$ cat config.mk
export PLATFORM = sky130hd
export DESIGN_NAME = isa_mode_switch
export DESIGN_NICKNAME = d
export VERILOG_FILES = /design/src/inc/isa_mode_pkg.sv /design/src/inc/target_if.sv /design/src/design/isa_mode_switch.sv /design/src/design/target_calc.sv
export VERILOG_INCLUDE_DIRS = /design/src /design/src/inc
export SDC_FILE = /design/constraint.sdc
export NUM_CORES = 1
export LEC_CHECK = 0
export BUFFER_PORTS_ARGS = -buffer_cell sky130_fd_sc_hd__buf_4
export CAP_MARGIN = 20
export CORE_MARGIN = 1.5
export CORE_UTILIZATION = 48
export CTS_CLUSTER_SIZE = 25
export DETAILED_ROUTE_END_ITERATION = 8
export HOLD_SLACK_MARGIN = 0.02
export PLACE_DENSITY = 0.78
export RECOVER_POWER = 100
export SYNTH_ARGS = -nofsm -noshare
export SYNTH_HDL_FRONTEND = slang
export SYNTH_SLANG_ARGS = --single-unit
$ cat constraint.sdc
create_clock -name CLK_IN -period 4.1 [get_ports CLK_IN]
set_input_delay 0.205 -clock CLK_IN [delete_from_list [all_inputs] [get_ports CLK_IN]]
set_output_delay 0.205 -clock CLK_IN [all_outputs]
set_load 0.1 [all_outputs]
$ cat src/inc/isa_mode_defines.svh
// constants for the instruction-set mode switch block
`ifndef ISA_MODE_DEFINES_SVH
`define ISA_MODE_DEFINES_SVH
// register byte offsets (word aligned)
`define OFF_CTRL        8'h00
`define OFF_STATUS      8'h04
`define OFF_CS_BASE     8'h08
`define OFF_CS_LIMIT    8'h0C
`define OFF_TGT_LO      8'h10
`define OFF_TGT_HI      8'h14
`define OFF_LEGACY_IP   8'h18
`define OFF_FAULT       8'h1C
// control register field positions
`define CTRL_DISABLE_BIT 0
`define CTRL_CPL_LSB     1
// status register field positions
`define STAT_SELECT_BIT  0
`define STAT_DISABLE_BIT 1
`define STAT_LE_BIT      2
`define STAT_SEG_BIT     3
`define STAT_HIDE_BIT    4
`define STAT_CPL_LSB     5
// reset values
`define CS_LIMIT_RESET   32'hFFFFFFFF
// alignment mask for native jump targets (16 bytes)
`define ALIGN_MASK       32'hFFFFFFF0
// general protection fault error code
`define GP_ERR_CODE      16'h0000
`endif

$ cat src/inc/isa_mode_pkg.sv
// types for the instruction-set mode switch block
package isa_mode_pkg;
   // request kinds presented by the front end
   typedef enum logic [2:0] {
      REQ_NONE,
      REQ_JMP_NATIVE_ABS,
      REQ_JMP_NATIVE_REG,
      REQ_BR_LEGACY,
      REQ_RETURN_INTR,
      REQ_INTERRUPT
   } req_kind_t;
   // fault kinds reported back
   typedef enum logic [2:0] {
      FLT_NONE,
      FLT_TRANSITION_DISABLED,
      FLT_LEGACY_FP,
      FLT_GENERAL_PROTECTION,
      FLT_INTERCEPT
   } fault_kind_t;
endpackage

$ cat src/inc/target_if.sv
// interface carrying a computed target from the calculator to the controller
`timescale 1ns/1ps
`default_nettype none
interface target_if;
   logic [31:0] jmp_target;   // aligned native jump target, low half
   logic [31:0] legacy_ip;    // legacy pointer for branch-to-legacy
   logic [31:0] br_target;    // native pointer low half for branch-to-legacy
   logic        limit_fail;   // legacy target beyond segment limit
   modport calc (output jmp_target, output legacy_ip, output br_target, output limit_fail);
   modport ctrl (input jmp_target, input legacy_ip, input br_target, input limit_fail);
endinterface
`default_nettype wire

$ cat src/design/isa_mode_switch.sv
// instruction-set mode switch: mode bits, transfer targets, faults, ahb registers
// How it works
// RULE1 - one selector bit: 1 legacy, 0 native
// RULE2 - any interruption clears the selector
// RULE3 - return-from-interruption restores either instruction set
// RULE4 - native mode: no segment checks or base
// RULE5 - native mode: full 64-bit addresses, all translated
// RULE6 - legacy mode: addresses confined to low 4G
// RULE7 - legacy mode forces little-endian references
// RULE8 - legacy system-resource access raises interception fault
// RULE9 - legacy mode hides native-only register state
// RULE10 - disable bit turns transfers into faults
// RULE11 - return and interruption ignore disable bit
// RULE12 - absolute native jump: disp plus base
// RULE13 - indirect native jump: register plus base
// RULE14 - native jump target 16-byte aligned, low 4G
// RULE15 - pending legacy numeric exception nullifies native jump
// RULE16 - privilege level unchanged by any transfer
// RULE17 - branch-to-legacy: pointer from branch register, minus base
// RULE18 - limit or privilege violation gives protection fault
// RULE19 - software hints branch-to-legacy static taken
// RULE20 - software flushes register stack before legacy
// RULE21 - legacy fetch need not see native stores
// RULE22 - software loads code segment before branching
// RULE23 - selector and new pointer update together
`timescale 1ns/1ps
`default_nettype none
`include "isa_mode_defines.svh"
module isa_mode_switch (
   input  wire logic                    CLK_IN,            // core clock, 40 MHz
   input  wire logic                    RST_B_IN,          // async reset, active low
   // ahb-lite slave
   input  wire logic                    HSEL_IN,
   input  wire logic [7:0]              HADDR_IN,
   input  wire logic [1:0]              HTRANS_IN,
   input  wire logic                    HWRITE_IN,
   input  wire logic [2:0]              HSIZE_IN,
   input  wire logic [31:0]             HWDATA_IN,
   input  wire logic                    HREADY_IN,
   output logic [31:0]                  HRDATA_OUT,
   output logic                         HREADYOUT_OUT,
   output logic                         HRESP_OUT,
   // front-end request port
   input  wire logic                    REQ_VALID_IN,      // one-cycle request strobe
   input  wire isa_mode_pkg::req_kind_t REQ_KIND_IN,       // which transfer
   input  wire logic                    REQ_OPSIZE32_IN,   // native jump operand size
   input  wire logic [31:0]             REQ_OPERAND_IN,    // disp or register value
   input  wire logic [31:0]             REQ_SRC_BRANCH_IN, // low half of source branch reg
   input  wire logic [63:0]             REQ_RESUME_IP_IN,  // pointer restored by return
   input  wire logic                    REQ_RESUME_SEL_IN, // selector restored by return
   input  wire logic [63:0]             REQ_VECTOR_IN,     // interruption vector pointer
   input  wire logic                    FP_PENDING_IN,     // legacy numeric exception pending
   input  wire logic                    CS_PRIV_FAIL_IN,   // code segment privilege violation
   input  wire logic                    SYS_ACCESS_IN,     // legacy access to system resource
   // outputs to the core
   output logic                         INSTR_SET_SELECT_OUT,
   output logic                         REDIRECT_OUT,      // one-cycle pointer load pulse
   output logic [63:0]                  TARGET_IP_OUT,
   output logic [31:0]                  LEGACY_INSTR_POINTER_OUT,
   output logic                         FAULT_OUT,         // fault pulse, one cycle per request; stays high while a legacy system access is held
   output isa_mode_pkg::fault_kind_t    FAULT_KIND_OUT,
   output logic [15:0]                  FAULT_CODE_OUT,
   output logic                         SEG_ENABLE_OUT,    // segmentation in effect
   output logic                         ADDR_LIMIT4G_OUT,  // confine to low 4G of region 0
   output logic                         FORCE_LE_OUT,      // force little-endian
   output logic                         HIDE_NATIVE_OUT,   // hide native-only registers
   output logic [1:0]                   PRIV_LEVEL_OUT
);
   import isa_mode_pkg::*;

   logic        instr_set_select;    // current instruction set
   logic        transition_disable;  // blocks the two user transfers
   logic [1:0]  priv_level;          // software-written privilege level
   logic [31:0] code_segment_base;   // code segment base
   logic [31:0] cs_limit;            // code segment limit
   logic [63:0] last_target;         // last loaded pointer
   logic [31:0] legacy_instr_pointer;// last legacy pointer
   fault_kind_t last_fault;          // last fault seen
   // synchronised external levels
   logic fp_meta, fp_sync;           // pending numeric exception
   logic pv_meta, pv_sync;           // privilege violation
   logic sa_meta, sa_sync;           // system resource access
   // ahb data phase capture
   logic        dp_valid;            // data phase pending
   logic        dp_write;            // pending phase is a write
   logic [7:0]  dp_addr;             // pending address
   // decode of the request this cycle
   logic        next_redirect;
   logic [63:0] next_target;
   logic        next_select;
   logic [31:0] next_legacy_ip;
   fault_kind_t next_fault;
   logic        do_jmp, do_br;

   target_if tgt ();

   // arithmetic kept apart so the controller stays a pure sequencer
   target_calc u_calc (
      .use_reg_in    (REQ_KIND_IN == REQ_JMP_NATIVE_REG),
      .opsize32_in   (REQ_OPSIZE32_IN),
      .disp_in       (REQ_OPERAND_IN),
      .reg_val_in    (REQ_OPERAND_IN),
      .src_branch_in (REQ_SRC_BRANCH_IN),
      .cs_base_in    (code_segment_base),
      .cs_limit_in   (cs_limit),
      .tgt           (tgt)
   );

   // status and fault lines are outside core timing, so two flops each
   always_ff @(posedge CLK_IN or negedge RST_B_IN) begin
      if (!RST_B_IN) begin
         fp_meta <= 1'b0;
         fp_sync <= 1'b0;
         pv_meta <= 1'b0;
         pv_sync <= 1'b0;
         sa_meta <= 1'b0;
         sa_sync <= 1'b0;
      end else begin
         fp_meta <= FP_PENDING_IN;
         fp_sync <= fp_meta;
         pv_meta <= CS_PRIV_FAIL_IN;
         pv_sync <= pv_meta;
         sa_meta <= SYS_ACCESS_IN;
         sa_sync <= sa_meta;
      end
   end

   // is the access a selected active transfer with ready high in the address phase; size is not checked
   function automatic logic addr_phase(input logic sel, input logic [1:0] trans, input logic rdy);
      addr_phase = sel && trans[1] && rdy;
   endfunction

   // request decode; the pointer and selector leave in the same flop stage
   always_comb begin
      next_redirect  = 1'b0;
      next_target    = last_target;
      next_select    = instr_set_select;
      next_legacy_ip = legacy_instr_pointer;
      next_fault     = FLT_NONE;
      do_jmp = REQ_VALID_IN && instr_set_select &&
               (REQ_KIND_IN == REQ_JMP_NATIVE_ABS || REQ_KIND_IN == REQ_JMP_NATIVE_REG);
      do_br  = REQ_VALID_IN && !instr_set_select && (REQ_KIND_IN == REQ_BR_LEGACY);
      if (REQ_VALID_IN && REQ_KIND_IN == REQ_INTERRUPT) begin
         // every interruption lands in native, disable bit ignored
         next_redirect = 1'b1; // RULE2 RULE11
         next_target   = REQ_VECTOR_IN;
         next_select   = 1'b0; // RULE2
      end else if (REQ_VALID_IN && REQ_KIND_IN == REQ_RETURN_INTR) begin
         // restored state chooses the set, disable bit ignored
         next_redirect = 1'b1; // RULE3 RULE11
         next_target   = REQ_RESUME_IP_IN;
         next_select   = REQ_RESUME_SEL_IN; // RULE3
         if (REQ_RESUME_SEL_IN) begin
            next_legacy_ip = REQ_RESUME_IP_IN[31:0];
         end
      end else if ((do_jmp || do_br) && transition_disable) begin
         next_fault = FLT_TRANSITION_DISABLED; // RULE10
      end else if (do_jmp && fp_sync) begin
         next_fault = FLT_LEGACY_FP; // RULE15
      end else if (do_jmp) begin
         next_redirect = 1'b1;
         next_target   = {32'h00000000, tgt.jmp_target}; // RULE12 RULE13 RULE14
         next_select   = 1'b0;
      end else if (do_br) begin
         // mode switches; the fault is raised on the first legacy instruction
         next_redirect  = 1'b1;
         next_target    = {32'h00000000, tgt.br_target}; // RULE17
         next_legacy_ip = tgt.legacy_ip; // RULE17
         next_select    = 1'b1;
         if (tgt.limit_fail || pv_sync) begin
            next_fault = FLT_GENERAL_PROTECTION; // RULE18
         end
      end else if (instr_set_select && sa_sync) begin
         next_fault = FLT_INTERCEPT; // RULE8
      end
   end

   // mode selector and pointer move together, one edge after the request
   always_ff @(posedge CLK_IN or negedge RST_B_IN) begin
      if (!RST_B_IN) begin
         instr_set_select     <= 1'b0;
         last_target          <= 64'h0000000000000000;
         legacy_instr_pointer <= 32'h00000000;
         REDIRECT_OUT         <= 1'b0;
      end else begin
         instr_set_select     <= next_select; // RULE1 RULE23
         last_target          <= next_target; // RULE23
         legacy_instr_pointer <= next_legacy_ip;
         REDIRECT_OUT         <= next_redirect; // RULE23
      end
   end

   // fault reporting, error code zero for protection faults
   always_ff @(posedge CLK_IN or negedge RST_B_IN) begin
      if (!RST_B_IN) begin
         FAULT_OUT      <= 1'b0;
         FAULT_KIND_OUT <= FLT_NONE;
         FAULT_CODE_OUT <= 16'h0000;
         last_fault     <= FLT_NONE;
      end else begin
         FAULT_OUT      <= (next_fault != FLT_NONE);
         FAULT_KIND_OUT <= next_fault;
         FAULT_CODE_OUT <= `GP_ERR_CODE; // RULE18
         if (next_fault != FLT_NONE) begin
            last_fault <= next_fault;
         end
      end
   end

   // ahb address phase capture; zero wait states
   always_ff @(posedge CLK_IN or negedge RST_B_IN) begin
      if (!RST_B_IN) begin
         dp_valid <= 1'b0;
         dp_write <= 1'b0;
         dp_addr  <= 8'h00;
      end else begin
         dp_valid <= addr_phase(HSEL_IN, HTRANS_IN, HREADY_IN);
         dp_write <= HWRITE_IN;
         dp_addr  <= HADDR_IN;
      end
   end

   // software-writable registers; no transfer touches the privilege level
   always_ff @(posedge CLK_IN or negedge RST_B_IN) begin
      if (!RST_B_IN) begin
         transition_disable <= 1'b0;
         priv_level         <= 2'h0;
         code_segment_base  <= 32'h00000000;
         cs_limit           <= `CS_LIMIT_RESET;
      end else if (dp_valid && dp_write) begin
         unique case (dp_addr)
            `OFF_CTRL: begin
               transition_disable <= HWDATA_IN[`CTRL_DISABLE_BIT]; // RULE10
               priv_level         <= HWDATA_IN[`CTRL_CPL_LSB +: 2]; // RULE16
            end
            `OFF_CS_BASE:  code_segment_base <= HWDATA_IN;
            `OFF_CS_LIMIT: cs_limit          <= HWDATA_IN;
            default: ;  // read-only or unmapped: write ignored
         endcase
      end
   end

   // read mux; unmapped offsets read zero
   always_comb begin
      HRDATA_OUT = 32'h00000000;
      if (dp_valid && !dp_write) begin
         unique case (dp_addr)
            `OFF_CTRL:      HRDATA_OUT = {29'h0, priv_level, transition_disable};
            `OFF_STATUS:    HRDATA_OUT = {25'h0, priv_level, HIDE_NATIVE_OUT, SEG_ENABLE_OUT,
                                          FORCE_LE_OUT, transition_disable, instr_set_select};
            `OFF_CS_BASE:   HRDATA_OUT = code_segment_base;
            `OFF_CS_LIMIT:  HRDATA_OUT = cs_limit;
            `OFF_TGT_LO:    HRDATA_OUT = last_target[31:0];
            `OFF_TGT_HI:    HRDATA_OUT = last_target[63:32];
            `OFF_LEGACY_IP: HRDATA_OUT = legacy_instr_pointer;
            `OFF_FAULT:     HRDATA_OUT = {29'h0, last_fault};
            default:        HRDATA_OUT = 32'h00000000;
         endcase
      end
   end

   assign HREADYOUT_OUT = 1'b1;
   assign HRESP_OUT     = 1'b0;

   // mode-dependent address, endian and visibility controls
   assign INSTR_SET_SELECT_OUT     = instr_set_select; // RULE1
   assign SEG_ENABLE_OUT           = instr_set_select; // RULE4
   assign ADDR_LIMIT4G_OUT         = instr_set_select; // RULE5 RULE6
   assign FORCE_LE_OUT             = instr_set_select; // RULE7
   assign HIDE_NATIVE_OUT          = instr_set_select; // RULE9
   assign PRIV_LEVEL_OUT           = priv_level; // RULE16
   assign TARGET_IP_OUT            = last_target;
   assign LEGACY_INSTR_POINTER_OUT = legacy_instr_pointer;
   // stores into the legacy stream are not snooped, so no flush path exists here // RULE21
endmodule
`default_nettype wire

$ cat src/design/target_calc.sv
// combinational target-pointer arithmetic for both transfer instructions
`timescale 1ns/1ps
`default_nettype none
`include "isa_mode_defines.svh"
module target_calc (
   input  wire logic        use_reg_in,     // register-indirect form of native jump
   input  wire logic        opsize32_in,    // operand is 32 bits, else 16
   input  wire logic [31:0] disp_in,        // displacement for absolute form
   input  wire logic [31:0] reg_val_in,     // register value for indirect form
   input  wire logic [31:0] src_branch_in,  // low half of the source branch register
   input  wire logic [31:0] cs_base_in,     // code segment base
   input  wire logic [31:0] cs_limit_in,    // code segment limit
   target_if.calc           tgt
);
   import isa_mode_pkg::*;
   logic [31:0] operand;   // chosen, size-trimmed operand
   logic [31:0] sum;       // operand plus code segment base
   // pick the operand and drop the upper half when the operand is 16 bits
   always_comb begin
      operand = use_reg_in ? reg_val_in : disp_in; // RULE12 RULE13
      if (!opsize32_in) begin
         operand = {16'h0000, operand[15:0]}; // RULE13
      end
   end
   // 32-bit sum wraps, so the target can never leave the low 4G bytes
   assign sum              = operand + cs_base_in; // RULE12 RULE13
   assign tgt.jmp_target   = sum & `ALIGN_MASK; // RULE14
   assign tgt.br_target    = src_branch_in; // RULE17
   assign tgt.legacy_ip    = src_branch_in - cs_base_in; // RULE17
   assign tgt.limit_fail   = (src_branch_in - cs_base_in) > cs_limit_in; // RULE18
endmodule
`default_nettype wire

# After elaboration in Yosys (flattened, before gate mapping)
# Cells that the tools add are included.
dict set report totals {
  register_bits 188
  inputBits 251
  out_inout_bits 158
}
dict set report classes {
  add_sub_neg 2
  n_lt_le_gt_ge 1
  n_eq_ne 18
  mux 35
  bitwise 1
  n_reduce_logical 27
}
# op n
set ops {}
lappend ops {{$mux 64} 6}
lappend ops {{$mux 32} 8}
lappend ops {{$pmux 32 s8} 1}
lappend ops {{$add 32x32->32} 1}
lappend ops {{$eq 8x5->1 const B} 4}
lappend ops {{$gt 32x32->1} 1}
lappend ops {{$sub 32x32->32} 1}
lappend ops {{$mux 3} 7}
lappend ops {{$eq 8x4->1 const B} 2}
lappend ops {{$logic_and 1x1->1} 13}
lappend ops {{$mux 1} 12}
lappend ops {{$eq 8x3->1 const B} 1}
lappend ops {{$logic_not 8->1} 1}
lappend ops {{$eq 3x2->1 const B} 2}
lappend ops {{$eq 3x3->1 const B} 2}
lappend ops {{$ne 2x2->1 const B} 3}
lappend ops {{$ne 3x3->1 const B} 2}
lappend ops {{$reduce_and 2->1} 3}
lappend ops {{$reduce_and 6->1} 1}
lappend ops {{$reduce_bool 4->1} 1}
lappend ops {{$eq 3x1->1 const B} 1}
lappend ops {{$logic_or 1x1->1} 3}
lappend ops {{$reduce_and 3->1} 1}
lappend ops {{$reduce_bool 3->1} 1}
lappend ops {{5 further kinds} 6}

# Longest topological paths before layout
dict set report logic_depth {
  ltp_word 11
  depth_mapped 21
  ltp_nobuf 21
}

# By module
# From an unflattened synthesis, not the netlist that was laid out.
dict set report hier_totals {
  cells_unflattened 1564
  hier_area_um2 15396.0
}
# module n_inst cells_each area_each_um2
set by_module_without_submodules {}
lappend by_module_without_submodules {isa_mode_switch 1 890 10601.4}
lappend by_module_without_submodules {target_calc 1 674 4794.6}

# Least setup slack after synthesis
# No wires, ideal clock.
dict set report synth_path {
  path_type {register to register}
  from {reg code_segment_base[0]}
  to {reg last_fault[1]}
  arrival_time_ps 3845
  slack_ps 173
  stages_incl_launch_ff 21
  cell_sequence {dfrtp_1 > ha_1 > inv_1 > fa_1 > a211oi_1 > o21bai_1 > a21oi_1 > o21ai_1 > nor2_1 > o21ai_0 > a211o_1 > and3_1 > ha_1 > a21o_1 > a21oi_1 > o211ai_1 > or3_1 > o21ai_0 > a21oi_1 > nand2b_1 > o22ai_1}
}
dict set report synth_between {
  elab_chain_len 11
}
# item line
set synth_lines {}
lappend synth_lines {{start: declaration} isa_mode_switch.sv:74} ;# logic [31:0] code_segment_base;
lappend synth_lines {{start signal: assignment} isa_mode_switch.sv:228} ;# code_segment_base <= 32'h00000000;
lappend synth_lines {{start signal: assignment} isa_mode_switch.sv:236} ;# `OFF_CS_BASE: code_segment_base <= HWDATA_IN;
lappend synth_lines {{$sub 32x32->32} target_calc.sv:30} ;# assign tgt.limit_fail = (src_branch_in - cs_base_in) > cs_limit_in;
lappend synth_lines {{$gt 32x32->1} target_calc.sv:30}
lappend synth_lines {{$logic_or 1x1->1} isa_mode_switch.sv:170} ;# if (tgt.limit_fail || pv_sync) begin
lappend synth_lines {{$mux 2} isa_mode_switch.sv:170}
lappend synth_lines {{$mux 3} isa_mode_switch.sv:164} ;# end else if (do_br) begin
lappend synth_lines {{$mux 3} isa_mode_switch.sv:160} ;# end else if (do_jmp) begin
lappend synth_lines {{$mux 3} isa_mode_switch.sv:158} ;# end else if (do_jmp && fp_sync) begin
lappend synth_lines {{$mux 3} isa_mode_switch.sv:156} ;# end else if ((do_jmp || do_br) && transition_disable) begin
lappend synth_lines {{$mux 3} isa_mode_switch.sv:148} ;# end else if (REQ_VALID_IN && REQ_KIND_IN == REQ_RETURN_INTR) begin
lappend synth_lines {{$mux 3} isa_mode_switch.sv:143} ;# if (REQ_VALID_IN && REQ_KIND_IN == REQ_INTERRUPT) begin
lappend synth_lines {{named net next_fault[0]} isa_mode_switch.sv:92} ;# fault_kind_t next_fault;
lappend synth_lines {{$reduce_bool 3->1} isa_mode_switch.sv:204} ;# if (next_fault != FLT_NONE) begin
lappend synth_lines {{end signal: assignment} isa_mode_switch.sv:205} ;# last_fault <= next_fault;
lappend synth_lines {{end: declaration} isa_mode_switch.sv:78} ;# fault_kind_t last_fault;
# The timed path passes the listed nets, and every way through them passes these cells.
# A chain may end at the register's enable or synchronous reset.

# Worst setup path after layout
# Ends and elaborated chain as after synthesis.

==> results by group <==
Outcome
  – Status: finished with violations
  – Violated checks: max-capacitance violations, max-slew violations

Placed design
  – Area after DPL: roughly 0.017 mm²
  – PortBufs: around 390
  – Gpl congestion: 0.9584
  – Post-DP HPWL: 40.86 mm

Finish
  – Sequential cell area: 0.004745 mm²
  – Antenna cell count: 0
  – Layout fillers: ~2.4k
  – Layout cells sized above 1: 0.2354
  – Nets@finish: roughly 2.4k
  – Area of the multi-input gates: 0.008108 mm²
  – Final instance area: about 0.018 mm²
  – Layout area overhead: 33.14%
  – Core Util, Final: 0.6558

Floorplan
  – I/O pin cnt: 409
  – DIE WIDTH: roughly 170 µm
  – Die footprint: 0.02882 mm²
  – Die Height: 169.8 µm
  – Initial core utilization: 0.4926
  – Num rows: 60
  – Placeable Area: 0.02710 mm²

Synthesis
  – Synthesized area per cell: 8.481 µm²
  – Ys async rst share: 1.000
  – Main synth FF type: dfrtp_1
  – Cells after Synth: approximately 1.6k
  – Area leader, netlist: dfrtp_1
  – #FFs+latches synth: approximately 190
  – Area share of the largest cell type after synthesis: 0.2924
  – Number of synthesis warnings: 0
  – Synth area leaders: dfrtp_1 29%, ha_1 8.7%, dfstp_2 6.3%
  – Post-synth EDFFs: 0
  – Synth cell types: 79
  – Cell Area, Synth: 0.01335 mm²
  – Sequential share of the synthesized area: 0.3554

Detailed routing
  – Routed WL: roughly 55 mm
  – Initial DRT Pass Iterations: 6
  – Via density: about 6.1
  – Drc violations: 0
  – DR WL/cell: 22.87 µm
  – Via count: between 10k and 15k
  – DRT antenna net count: 0
  – Initial drt markers: 1585

Timing
  – Hold violation count in the final report: 0
  – Post-layout minimum cycle time: roughly 4.0 ns
  – Setup-failing EPs final: 0
  – Slew HR: -0.5418
  – Max Clock Freq: 252.9 MHz
  – Max-slew violations: 231
  – Worst slew pin tran: around 2.3 ns
  – Final period util: 0.9645
  – Worst Skew: between 0.015 and 0.02 ns

Critical path
  – Setup CP Type: reg2reg
  – Worst path max stage delay: around 0.36 ns
  – Crit path DAT: 4.32 ns
  – Top cell by count, worst path: buf_4
  – Req. time, crit path: ~4.5 ns
  – Critical path startpoint category: register
  – Reg2reg path depth: 20
  – Slowest stage cell, crit path: dfrtp_1
  – Crit-path cells: ha_2 -> inv_1 -> fa_2 -> a211oi_2 -> o21bai_1 -> a21oi_2 -> buf_4 -> buf_4 -> o21bai_1 -> xor2_1 -> ha_1 -> and3_1 -> a221o_1 -> a21oi_1 -> o21ai_1 -> o21ai_1 -> buf_4 -> a21oi_2 -> nand2b_1 -> o22ai_1
  – Critical-path maximum fanout: 4
  – Crit. End Element: register

Power
  – Lkg Pwr: 8.292 nW
  – Pwr Density: 463.9 mW/mm²
  – Worst VDD drop: ~0.44 mV
  – Total power draw: 0.008244 W

Global route
  – Gr usage total: 0.3730
  – Vias in the first global route: 14.08k
  – First-pass GRT wire length: 80.88 mm
  – Number of antenna violations at the first check in global routing: 0
  – Largest net degree at the start of global routing: 96
  – GRT overflow: 0

Clocking
  – CTS tree: built
  – Clock Path Buffers: 2
  – Clock latency on the worst-skew pair: ~0.46 ns
  – H-tree level count: 4
  – Cts bufs inserted: 17
  – Clock Sinks: 188
  – Clock slew at reported path FFs: about 0.090 ns
  – CTS root buf: clkbuf_16

Hold path
  – Min-delay worst type: in2reg
  – Hold Path Depth: 3

Job
  – Max-cap check violation count: 5
[placed cells by master (no fill, tap or decap), drive strengths merged, types with 56 or more instances in the layout]
| cell | Yosys | final |
|---|---|---|
| clkbuf | 61 | 179 |
| inv | 78 | 87 |
| o21ai | 157 | 157 |
| a21oi | 81 | 81 |
| a31oi | 56 | 56 |
| a22oi | 56 | 56 |
| nor2 | 93 | 93 |
| buf | 46 | 303 |
| nand3 | 60 | 60 |
| nand2 | 215 | 215 |
| dfrtp | 156 | 156 |
| mux2i | 59 | 59 |
| ha | 93 | 93 |
[state kept, by name, indices dropped and copies added (netlist names)]
name and flops:
fp_meta 1, dp_addr 8, last_fault 3, ADDR_LIMIT4G_OUT 1
FAULT_KIND_OUT 3, dp_write 1, fp_sync 1, sa_meta 1
LEGACY_INSTR_POINTER_OUT 32, pv_sync 1, cs_limit 32, PRIV_LEVEL_OUT 2
REDIRECT_OUT 1, dp_valid 1, sa_sync 1, transition_disable 1
pv_meta 1, code_segment_base 32, TARGET_IP_OUT 64, FAULT_OUT 1
[report_power, final]
part / internal (W) / switching (W)
sequential: 0.00218 / 0.000361
clock: 0.000849 / 0.000937
combinational: 0.000699 / 0.00322
total: 0.00373 / 0.00452
[layer usage]
| metal | up-vias | GRT usage | wire length (µm) |
|---|---|---|---|
| met5 | - | 0 | 0 |
| met4 | 0 | 0.1785 | 2663 |
| met3 | 178 | 0.06110 | 5279 |
| met2 | 945 | 0.6201 | 25690 |
| met1 | 6988 | 0.4728 | 21420 |
| li1 | 6561 | - | - |
[critical path, delay by kind of cell (launching register included)]
kind            cells  cell delay [ns]
compound gates     10             1.71
buf+inv             4             0.44
fa+ha+maj           3             0.84
flops               1             0.36
simple gates        2             0.36
xor+xnor            1             0.17
[synthesized netlist by cell type (11+ instances only)]
| cell type | instances |
|---|---|
| nand2_1 | 214 |
| dfrtp_1 | 156 |
| o21ai_0 | 147 |
| ha_1 | 93 |
| nor2_1 | 91 |
| a21oi_1 | 80 |
| inv_1 | 78 |
| clkbuf_1 | 61 |
| nand3_1 | 60 |
| mux2i_1 | 59 |
| a22oi_1 | 56 |
| a31oi_1 | 55 |
| a21o_1 | 40 |
| xnor2_1 | 39 |
| dfstp_2 | 32 |
| a211oi_1 | 22 |
| buf_4 | 22 |
| o211ai_1 | 17 |
| and2_1 | 16 |
| and3_1 | 16 |
| xor2_1 | 16 |
| nor2b_1 | 13 |
| buf_1 | 12 |
| buf_2 | 12 |
| o21a_1 | 12 |
| nor3_1 | 11 |
[through the flow]
stage / TNS [ns] / hold WS [ns] / instances / setup WS (ns)
floorplan: 0 / -0.09059 / 1590 / 0.1726
global placement: -0.1688 / 0.3152 / 2306 / -0.1070
detailed placement: -0.7308 / 0.3141 / 2306 / -0.2768
CTS: 0 / 0.02030 / 2394 / 0.009707
global route: -0.02663 / 0.02060 / 2407 / -0.02663
finish: 0 / 0.02467 / 2407 / 0.1454
[path summary, 6_finish.rpt]
check                                            startpoint                                        to  slack, ns
min reg2reg                               fp_meta$_DFF_PN0_                         fp_sync$_DFF_PN0_       0.36
min                                    REQ_RESUME_IP_IN[13]  LEGACY_INSTR_POINTER_OUT[13]$_DFFE_PN0P_       0.02
max in group asynchronous                          RST_B_IN                         sa_meta$_DFF_PN0_       1.22
min in group asynchronous                          RST_B_IN             TARGET_IP_OUT[45]$_DFFE_PN0P_       0.98
max reg2reg                code_segment_base[0]$_DFFE_PN0P_                 last_fault[1]$_DFFE_PN0P_       0.15
max                        code_segment_base[0]$_DFFE_PN0P_                 last_fault[1]$_DFFE_PN0P_       0.15
[cell type report]
class | instances | share of cell area
multi-input combinational | 1217 | 0.4562
inverter | 78 | 0.01647
clock inverter | 15 | 0.01133
timing repair buffer | 520 | 0.1989
sequential | 188 | 0.2669
tap | 372 | 0.02619
clock buffer | 17 | 0.02394
[timing repair]
item,4_1_cts,5_1_grt
endpoints found under the hold margin,158,0
pin swaps,3,23
hold buffers,55,0
endpoints found under the setup margin,6,6
resized for setup,8,49
setup buffers,1,13
[kinds of logic after synthesis]
| group | count (synthesis) | synth area share |
|---|---|---|
| compound gates | 510 | 0.2455 |
| xor+xnor | 55 | 0.03609 |
| fa+ha+maj | 94 | 0.08867 |
| buf+inv | 185 | 0.05933 |
| flops | 188 | 0.3554 |
| mux | 67 | 0.05099 |
| other cells | 2 | 0.0005626 |
| simple gates | 473 | 0.1635 |
(Power assumes the default switching activity.)
